[config.mk]
export PLATFORM = sky130hd
export DESIGN_NAME = flash_command_interface
export DESIGN_NICKNAME = d
export VERILOG_FILES = /design/src/flash_host_pkg.sv /design/src/flash_command_interface.sv
export SDC_FILE = /design/constraint.sdc
export NUM_CORES = 1
export LEC_CHECK = 0
export BUFFER_PORTS_ARGS = -buffer_cell sky130_fd_sc_hd__buf_2
export CELL_PAD_IN_SITES_DETAIL_PLACEMENT = 1
export CELL_PAD_IN_SITES_GLOBAL_PLACEMENT = 1
export CORE_UTILIZATION = 48
export DETAILED_ROUTE_END_ITERATION = 10
export GPL_ROUTABILITY_DRIVEN = 0
export PLACE_DENSITY = 0.81
export SKIP_CTS_REPAIR_TIMING = 1
export SYNTH_ARGS = -nofsm -noshare
export SYNTH_HDL_FRONTEND = slang
export SYNTH_SLANG_ARGS = --single-unit
[constraint.sdc]
create_clock -name pclk -period 5.5 [get_ports pclk]
set_clock_uncertainty 0.15 [all_clocks]
set_input_delay 0.825 -clock pclk [delete_from_list [all_inputs] [get_ports pclk]]
set_output_delay 0.825 -clock pclk [all_outputs]
set_load 0.05 [all_outputs]
[src/flash_host_pkg.sv]
// Package of constants for the parallel flash command controller.
`default_nettype none
package flash_host_pkg;
   // Register map of the controller (byte addresses on APB).
   localparam logic [11:0] CTRL_OFFSET   = 12'h000;
   localparam logic [11:0] ADDR_OFFSET   = 12'h004;
   localparam logic [11:0] WDATA_OFFSET  = 12'h008;
   localparam logic [11:0] STATUS_OFFSET = 12'h00c;
   localparam logic [11:0] RDATA_OFFSET  = 12'h010;
   // Command codes written to CTRL bits 2:0; writing CTRL starts an operation.
   localparam logic [2:0] OP_READ       = 3'h0;
   localparam logic [2:0] OP_WRITE      = 3'h1;
   localparam logic [2:0] OP_RESET      = 3'h2;
   localparam logic [2:0] OP_SIGNATURE  = 3'h3;
   localparam logic [2:0] OP_CHIP_ERASE = 3'h4;
   localparam logic [2:0] OP_POLL       = 3'h5;
   // Device addresses and data codes.
   localparam logic [18:0] UNLOCK_ADDR1 = 19'h05555;
   localparam logic [18:0] UNLOCK_ADDR2 = 19'h02aaa;
   localparam logic [7:0]  UNLOCK_DATA1 = 8'haa;
   localparam logic [7:0]  UNLOCK_DATA2 = 8'h55;
   localparam logic [7:0]  CMD_RESET    = 8'hf0;
   localparam logic [7:0]  CMD_SIG      = 8'h90;
   localparam logic [7:0]  CMD_SETUP    = 8'h80;
   localparam logic [7:0]  CMD_CHIP     = 8'h10;
   // Status bit positions on the data bus.
   localparam int TIMER_BIT   = 3;
   localparam int FAILURE_BIT = 5;
   localparam int TOGGLE_BIT  = 6;
   localparam int POLLING_BIT = 7;
   // Timing.
   localparam int CLK_MHZ         = 50;
   localparam int STROBE_CYCLES   = 4;
   localparam int RESET_WAIT_US   = 5;
   localparam int RESET_WAIT_CYC  = RESET_WAIT_US * CLK_MHZ;
   localparam logic [31:0] STATUS_RESET = 32'h0000_0000;
endpackage : flash_host_pkg
`default_nettype wire

[src/flash_command_interface.sv]
// Host controller that drives a parallel flash through its pins from APB orders.
//
// Decided for this implementation: the APB register port and the register offsets.
`default_nettype none
module flash_command_interface (
   input  wire logic        pclk,
   input  wire logic        presetn,
   input  wire logic        psel,
   input  wire logic        penable,
   input  wire logic        pwrite,
   input  wire logic [11:0] paddr,
   input  wire logic [31:0] pwdata,
   output logic      [31:0] prdata,
   output logic             pready,
   output logic             pslverr,
   output logic      [18:0] flash_addr,
   output logic      [7:0]  flash_dq_out,
   output logic             flash_dq_oe,
   input  wire logic [7:0]  flash_dq_in,
   output logic             flash_ce_n,
   output logic             flash_oe_n,
   output logic             flash_we_n
);
   typedef enum {IDLE, SEQ_SETUP, WE_LOW, WE_HIGH, RD_LOW, RD_SAMPLE, RD_GAP, WAIT_RST}
      phase_e;

   typedef struct packed {
      phase_e      phase;
      logic [31:0] prdata;
      logic        pready;
      logic        pslverr;
      logic [18:0] flash_addr;
      logic [7:0]  flash_dq_out;
      logic        flash_dq_oe;
      logic        flash_ce_n;
      logic        flash_oe_n;
      logic        flash_we_n;
      logic [2:0]  op;
      logic [2:0]  step;
      logic [18:0] user_addr;
      logic [7:0]  user_data;
      logic [7:0]  rd_data;
      logic [7:0]  prev_rd;
      logic        busy;
      logic        erase_active;
      logic        erase_done;
      logic        erase_failed;
      logic        rd_count;
      logic [3:0]  tcnt;
      logic [8:0]  wcnt;
   } state_s;

   state_s st_reg, st_next;
   logic [7:0] dq_meta_reg, dq_sync_reg;

   always_ff @(posedge pclk or negedge presetn) begin
      if (!presetn) begin
         dq_meta_reg <= 8'h00;
         dq_sync_reg <= 8'h00;
      end else begin
         dq_meta_reg <= flash_dq_in;
         dq_sync_reg <= dq_meta_reg;
      end
   end

   // Returns address and data of write cycle n of the current sequence.
   function automatic logic [26:0] seq_word(input logic [2:0] op, input logic [2:0] n,
                                            input logic [18:0] a, input logic [7:0] d);
      logic [26:0] r;
      r = {flash_host_pkg::UNLOCK_ADDR1, flash_host_pkg::CMD_RESET};
      unique case (n)
         3'h0, 3'h3: r = {flash_host_pkg::UNLOCK_ADDR1, flash_host_pkg::UNLOCK_DATA1};
         3'h1, 3'h4: r = {flash_host_pkg::UNLOCK_ADDR2, flash_host_pkg::UNLOCK_DATA2};
         3'h2: r = {flash_host_pkg::UNLOCK_ADDR1, (op == flash_host_pkg::OP_SIGNATURE) ?
                    flash_host_pkg::CMD_SIG : flash_host_pkg::CMD_SETUP};
         3'h5: r = {flash_host_pkg::UNLOCK_ADDR1, flash_host_pkg::CMD_CHIP};
         default: r = {a, d};
      endcase
      // A raw write sends the user's own address and byte, with no unlock pair in front.
      if (op == flash_host_pkg::OP_WRITE) begin
         r = {a, d};
      end
      return r;
   endfunction : seq_word

   function automatic logic [2:0] seq_len(input logic [2:0] op);
      logic [2:0] r;
      r = 3'h1;
      if (op == flash_host_pkg::OP_SIGNATURE) begin
         r = 3'h3;
      end else if (op == flash_host_pkg::OP_CHIP_ERASE) begin
         r = 3'h6;
      end
      return r;
   endfunction : seq_len

   always_comb begin
      logic        wr_acc;
      logic        rd_acc;
      logic [26:0] w;
      logic [2:0]  op_in;
      wr_acc = 1'b0;
      rd_acc = 1'b0;
      w = 27'h0;
      op_in = 3'h0;
      st_next = st_reg;
      st_next.pready = 1'b0;
      st_next.pslverr = 1'b0;
      if (psel && !penable && !st_reg.pready) begin
         st_next.pready = 1'b1;
         wr_acc = pwrite;
         rd_acc = !pwrite;
      end
      if (rd_acc) begin
         unique case (paddr)
            flash_host_pkg::CTRL_OFFSET:   st_next.prdata = {29'h0, st_reg.op};
            flash_host_pkg::ADDR_OFFSET:   st_next.prdata = {13'h0, st_reg.user_addr};
            flash_host_pkg::WDATA_OFFSET:  st_next.prdata = {24'h0, st_reg.user_data};
            flash_host_pkg::STATUS_OFFSET:
               st_next.prdata = {28'h0, st_reg.erase_failed, st_reg.erase_done,
                                 st_reg.erase_active, st_reg.busy};
            flash_host_pkg::RDATA_OFFSET:  st_next.prdata = {24'h0, st_reg.rd_data};
            default: begin
               st_next.prdata = 32'h0;
               st_next.pslverr = 1'b1;
            end
         endcase
      end
      if (wr_acc) begin
         unique case (paddr)
            flash_host_pkg::CTRL_OFFSET: begin
               op_in = pwdata[2:0];
               // while an erase runs only reset, status poll and read are sent.
               if (st_reg.busy || (st_reg.erase_active && op_in != flash_host_pkg::OP_RESET
                   && op_in != flash_host_pkg::OP_POLL && op_in != flash_host_pkg::OP_READ))
                  begin
                  st_next.pslverr = 1'b1;
               end else begin
                  st_next.op = op_in;
                  st_next.busy = 1'b1;
                  st_next.step = 3'h0;
                  st_next.phase = SEQ_SETUP;
               end
            end
            flash_host_pkg::ADDR_OFFSET:  st_next.user_addr = pwdata[18:0];
            flash_host_pkg::WDATA_OFFSET: st_next.user_data = pwdata[7:0];
            default: st_next.pslverr = 1'b1;
         endcase
      end
      st_next.tcnt = (st_reg.tcnt == 4'h0) ? 4'h0 : 4'(st_reg.tcnt - 4'h1);
      unique case (st_reg.phase)
         IDLE: begin
            st_next.flash_ce_n = 1'b1;
            st_next.flash_oe_n = 1'b1;
            st_next.flash_we_n = 1'b1;
            st_next.flash_dq_oe = 1'b0;
         end
         SEQ_SETUP: begin
            if (st_reg.op == flash_host_pkg::OP_READ || st_reg.op == flash_host_pkg::OP_POLL)
               begin
               st_next.flash_addr = st_reg.user_addr;
               st_next.flash_ce_n = 1'b0;
               st_next.flash_oe_n = 1'b0;
               st_next.tcnt = 4'(flash_host_pkg::STROBE_CYCLES);
               st_next.phase = RD_LOW;
            end else begin
               w = seq_word(st_reg.op, st_reg.step, st_reg.user_addr, st_reg.user_data);
               if (st_reg.op == flash_host_pkg::OP_RESET) begin
                  w = {st_reg.user_addr, flash_host_pkg::CMD_RESET};
               end
               st_next.flash_addr = w[26:8];
               st_next.flash_dq_out = w[7:0];
               st_next.flash_dq_oe = 1'b1;
               st_next.flash_ce_n = 1'b0;
               st_next.flash_we_n = 1'b0;
               st_next.tcnt = 4'(flash_host_pkg::STROBE_CYCLES);
               st_next.phase = WE_LOW;
            end
         end
         WE_LOW: begin
            if (st_reg.tcnt == 4'h0) begin
               st_next.flash_we_n = 1'b1;
               st_next.flash_ce_n = 1'b1;
               st_next.tcnt = 4'(flash_host_pkg::STROBE_CYCLES);
               st_next.phase = WE_HIGH;
            end
         end
         WE_HIGH: begin
            if (st_reg.tcnt == 4'h0) begin
               st_next.flash_dq_oe = 1'b0;
               if (3'(st_reg.step + 3'h1) < seq_len(st_reg.op)) begin
                  st_next.step = 3'(st_reg.step + 3'h1);
                  st_next.phase = SEQ_SETUP;
               end else if (st_reg.op == flash_host_pkg::OP_RESET) begin
                  st_next.erase_failed = 1'b0;
                  st_next.erase_active = 1'b0;
                  st_next.wcnt = 9'(flash_host_pkg::RESET_WAIT_CYC);
                  st_next.phase = WAIT_RST;
               end else begin
                  if (st_reg.op == flash_host_pkg::OP_CHIP_ERASE) begin
                     st_next.erase_active = 1'b1;
                     st_next.erase_done = 1'b0;
                     st_next.erase_failed = 1'b0;
                     st_next.rd_count = 1'b0;
                  end
                  st_next.busy = 1'b0;
                  st_next.phase = IDLE;
               end
            end
         end
         RD_LOW: begin
            if (st_reg.tcnt == 4'h0) begin
               st_next.tcnt = 4'h3;
               st_next.phase = RD_SAMPLE;
            end
         end
         RD_SAMPLE: begin
            // Three cycles let the pin value pass the synchroniser.
            if (st_reg.tcnt == 4'h0) begin
               st_next.rd_data = dq_sync_reg;
               st_next.flash_ce_n = 1'b1;
               st_next.flash_oe_n = 1'b1;
               st_next.tcnt = 4'(flash_host_pkg::STROBE_CYCLES);
               st_next.phase = RD_GAP;
               if (st_reg.op == flash_host_pkg::OP_POLL && st_reg.erase_active) begin
                  // only bits 5, 6 and 7 are looked at.
                  st_next.rd_count = 1'b1;
                  if (st_reg.rd_count && dq_sync_reg[flash_host_pkg::POLLING_BIT] &&
                      dq_sync_reg[flash_host_pkg::TOGGLE_BIT] ==
                      st_reg.prev_rd[flash_host_pkg::TOGGLE_BIT]) begin
                     st_next.erase_active = 1'b0;
                     st_next.erase_done = 1'b1;
                  end
                  // Erased array data reads with bit 5 set too, so only a status read counts.
                  if (dq_sync_reg[flash_host_pkg::FAILURE_BIT] &&
                      !dq_sync_reg[flash_host_pkg::POLLING_BIT]) begin
                     st_next.erase_failed = 1'b1;
                  end
                  st_next.prev_rd = dq_sync_reg;
               end
            end
         end
         RD_GAP: begin
            if (st_reg.tcnt == 4'h0) begin
               st_next.busy = 1'b0;
               st_next.phase = IDLE;
            end
         end
         WAIT_RST: begin
            st_next.wcnt = 9'(st_reg.wcnt - 9'h1);
            if (st_reg.wcnt == 9'h0) begin
               st_next.busy = 1'b0;
               st_next.phase = IDLE;
            end
         end
      endcase
   end

   always_ff @(posedge pclk or negedge presetn) begin
      if (!presetn) begin
         st_reg <= '0;
         st_reg.phase <= IDLE;
         st_reg.flash_ce_n <= 1'b1;
         st_reg.flash_oe_n <= 1'b1;
         st_reg.flash_we_n <= 1'b1;
      end else begin
         st_reg <= st_next;
      end
   end

   assign prdata       = st_reg.prdata;
   assign pready       = st_reg.pready;
   assign pslverr      = st_reg.pslverr;
   assign flash_addr   = st_reg.flash_addr;
   assign flash_dq_out = st_reg.flash_dq_out;
   assign flash_dq_oe  = st_reg.flash_dq_oe;
   assign flash_ce_n   = st_reg.flash_ce_n;
   assign flash_oe_n   = st_reg.flash_oe_n;
   assign flash_we_n   = st_reg.flash_we_n;
endmodule : flash_command_interface
`default_nettype wire

==> impl_metrics.yaml <==
layout:
  num-nets-final: 832
  final_layout_size_suffix_gt1_share_pct: 26.41
  largest_reg_flops: 92
  antenna_cells: 0
  syn2layout_area_growth_pct: 10.13
  finalCoreUtilization_pct: 54.08
timing:
  rsz0062_at_grt: "no"
  setup_ws_ns: 2.266
  hold_viol: 0
  slew_at_the_pin_closest_to_its_max_slew_limit_ns: 1.004
  timing.final.crit_share_pct: 58.80
  setup_violations: 0
  drv_slew: 0
  tightest_slew_margin_relative_to_the_limit_pct: 33.04
  tns_ns: 0
  final.min_clock_period_ns: 3.234
  hold_worst_slack_ns: 0.1988
  fmax_mhz: 309.2
detailed_routing:
  wirelength_mm: 19.62
  dr.first_iter.drc_count: 334
  antenna_left: 0
  post_drt_wl_per_cell_um: 19.70
  detailedRoute.firstPassIterationCount: 4
  vias_per_cell: 5.636
  total_via_count_after_detailed_routing: 5613
  drc_errors: 0
clocking:
  cts.sink_count: 160
  ctsLongestPathBuffers: 2
  cts.reportedPaths.clkPinSlew_ns: 0.07
  cts_tree: "yes"
  cts_root_buf: "clkbuf_16"
  htree_levels: 4
  worstSkewPairLatency_ns: 0.44
  cts_made_buffers: 17
power_and_ir_drop:
  power_leakage_uw: 0.004040
  peakVddDrop_v: 0.0002585
  total_power_uw: 3531
  power_density_nw_per_um2: 412.5
setup_path:
  critPathRequiredTime_ns: 5.64
  worstSetupStartpointType: "flop"
  path_cells: "or3b_1, o21a_1, ha_1, o21ai_0, a22o_1, o21ai_0, nor3b_1, mux2i_1"
  crit_path_end_kind: "flop"
  reg2reg_slack_ns: 2.27
  worst_path_most_repeated_cell: "o21ai_0"
  cp_data_arrival_time_ns: 3.37
  critical_path_peak_fanout: 13
  max_stage_delay_ns: 0.62
  cpMaxStageDelayCell: "dfrtp_1"
  setup.worst_path.class: "flop to flop"
min_path:
  worstHoldPathType: "flop to flop"
global_routing:
  grt_first_pass_wirelength_mm: 31.27
  grt_start_max_net_pins: 111
  gr-total-overflow: 0
  grt_pass1_vias: 5702
  track_usage_pct: 24.98
  antenna_found_initial: 0
synthesis:
  yosys_warnings: 0
  synthDistinctLibCells: 79
  synth_seq_cells: 160
  async_flop_share_pct: 100.0
  sequential_share_of_the_synthesized_area_pct: 51.56
  synth_area_per_cell_um2: 10.68
  synth-main-ff-cell: "dfrtp_1"
  synth.cell_area_um2: 7772
  synth-edff-count: 0
  cell_count_after_synthesis: 728
floorplan:
  floorplan.core_area_um2: 15830
  die_h_um: 129.3
  starting_density_of_the_core_pct: 49.11
  fp.dieArea_um2: 16710
  i_o_pin_count: 122
  placementRows: 46
  floorplan.die.width_um: 129.3
placement:
  dp_slack_ns: 2.258
  hpwl_mm: 13.99
  placement.io_buffers: 95
run:
  cap_viol_max_count: 0
outcome:
  run_status: "complete, no violations"
report_power, final:
| part | internal [µW] | switching (µW) | total, µW | leakage (µW) |
|---|---|---|---|---|
| registers | 1340 | 149 | 1490 | 0.00210 |
| clock network | 588 | 519 | 1110 | 0.000257 |
| logic | 279 | 657 | 936 | 0.00169 |
| total | 2210 | 1320 | 3530 | 0.00404 |
worst paths after layout:
kind	startpoint	endpoint	depth (start not counted)
worst min register to register	dq_meta_reg[3]$_DFF_PN0_	dq_sync_reg[3]$_DFF_PN0_	0
max in group asynchronous	presetn	st_reg[29]$_DFFE_PN0P_	2
worst min-delay path	dq_meta_reg[3]$_DFF_PN0_	dq_sync_reg[3]$_DFF_PN0_	0
worst max-delay path	st_reg[66]$_DFFE_PN0P_	st_reg[5]$_DFFE_PN0P_	8
worst max register to register	st_reg[66]$_DFFE_PN0P_	st_reg[5]$_DFFE_PN0P_	8
min in group asynchronous	presetn	st_reg[34]$_DFFE_PN0P_	1
routing by layer:
metal / vias to the layer above / wire length, µm / share of wire, % / GRT usage [%]
li1: 2588 / - / - / -
met1: 2871 / 8476 / 43 / 32.24
met2: 129 / 10080 / 51 / 42.38
met3: 25 / 707 / 3.6 / 4.335
met4: 0 / 357 / 1.8 / 8.789
met5: - / 0 / 0 / 0
critical path, delay by kind of cell (launching register included):
family,cells,cell delay [ns]
flip-flops,1,0.62
AO/OA/AOI/OAI,4,0.99
multiplexers,1,0.15
AND/OR/NAND/NOR,2,0.89
adder cells (fa/ha/maj),1,0.29
Yosys cell counts (8+ instances only):
cell	n	area, µm²
buf_4	61	457.9
a21oi_1	17	85.08
a31oi_1	19	118.9
o211ai_1	10	75.07
nand3_1	13	65.06
nor2b_1	37	231.5
inv_1	30	112.6
nor2_1	44	165.2
nand2_1	60	225.2
o21ai_0	49	245.2
dfrtp_1	157	3929
a22o_1	8	70.07
buf_2	17	85.08
clkbuf_1	13	48.80
ha_1	8	100.1
mux2_2	44	495.5
placed cells by master (no fill, tap or decap), types with 7 or more instances in the layout:
cell	instances
conb_1	13
o211ai_1	10
dfrtp_1	157
and3_1	7
nor2_1	44
buf_4	7
a22o_1	8
nand3_1	13
buf_2	94
nand2_1	60
inv_1	30
clkbuf_16	17
ha_1	8
a21oi_1	17
a31oi_1	19
o21ai_0	49
mux2_2	44
nand4_1	7
nor2b_1	37
layout make-up:
| type | count | area, µm² |
|---|---|---|
| clock inverters | 15 | 122.6 |
| well taps | 216 | 270.3 |
| clock buffers | 17 | 425.4 |
| fillers | 1742 | 7268 |
| flip-flops and latches | 160 | 4008 |
| multi-input cells | 456 | 3087 |
| repair buffers | 102 | 534.3 |
| inverters | 30 | 112.6 |
cell families (layout without fill, tap and decap cells):
group,after synthesis,count (layout),synth area share [%]
buf+inv,124,164,9.498
other cells,1,13,0.04825
simple gates,225,225,16.39
xor+xnor,3,3,0.3381
flops,160,160,51.56
compound gates,157,157,13.67
fa+ha+maj,8,8,1.288
mux,50,50,7.212
stage by stage:
| step | cells | cell area (µm²) |
|---|---|---|
| 6_report | 996 | 8559 |
| 5_1_grt | 996 | 8559 |
| 4_1_cts | 996 | 8559 |
| 3_5_place_dp | 964 | 8011 |
| 3_3_place_gp | 964 | 8011 |
| 2_1_floorplan | 740 | 7818 |
Note: power is estimated with default switching activity, not from simulation.
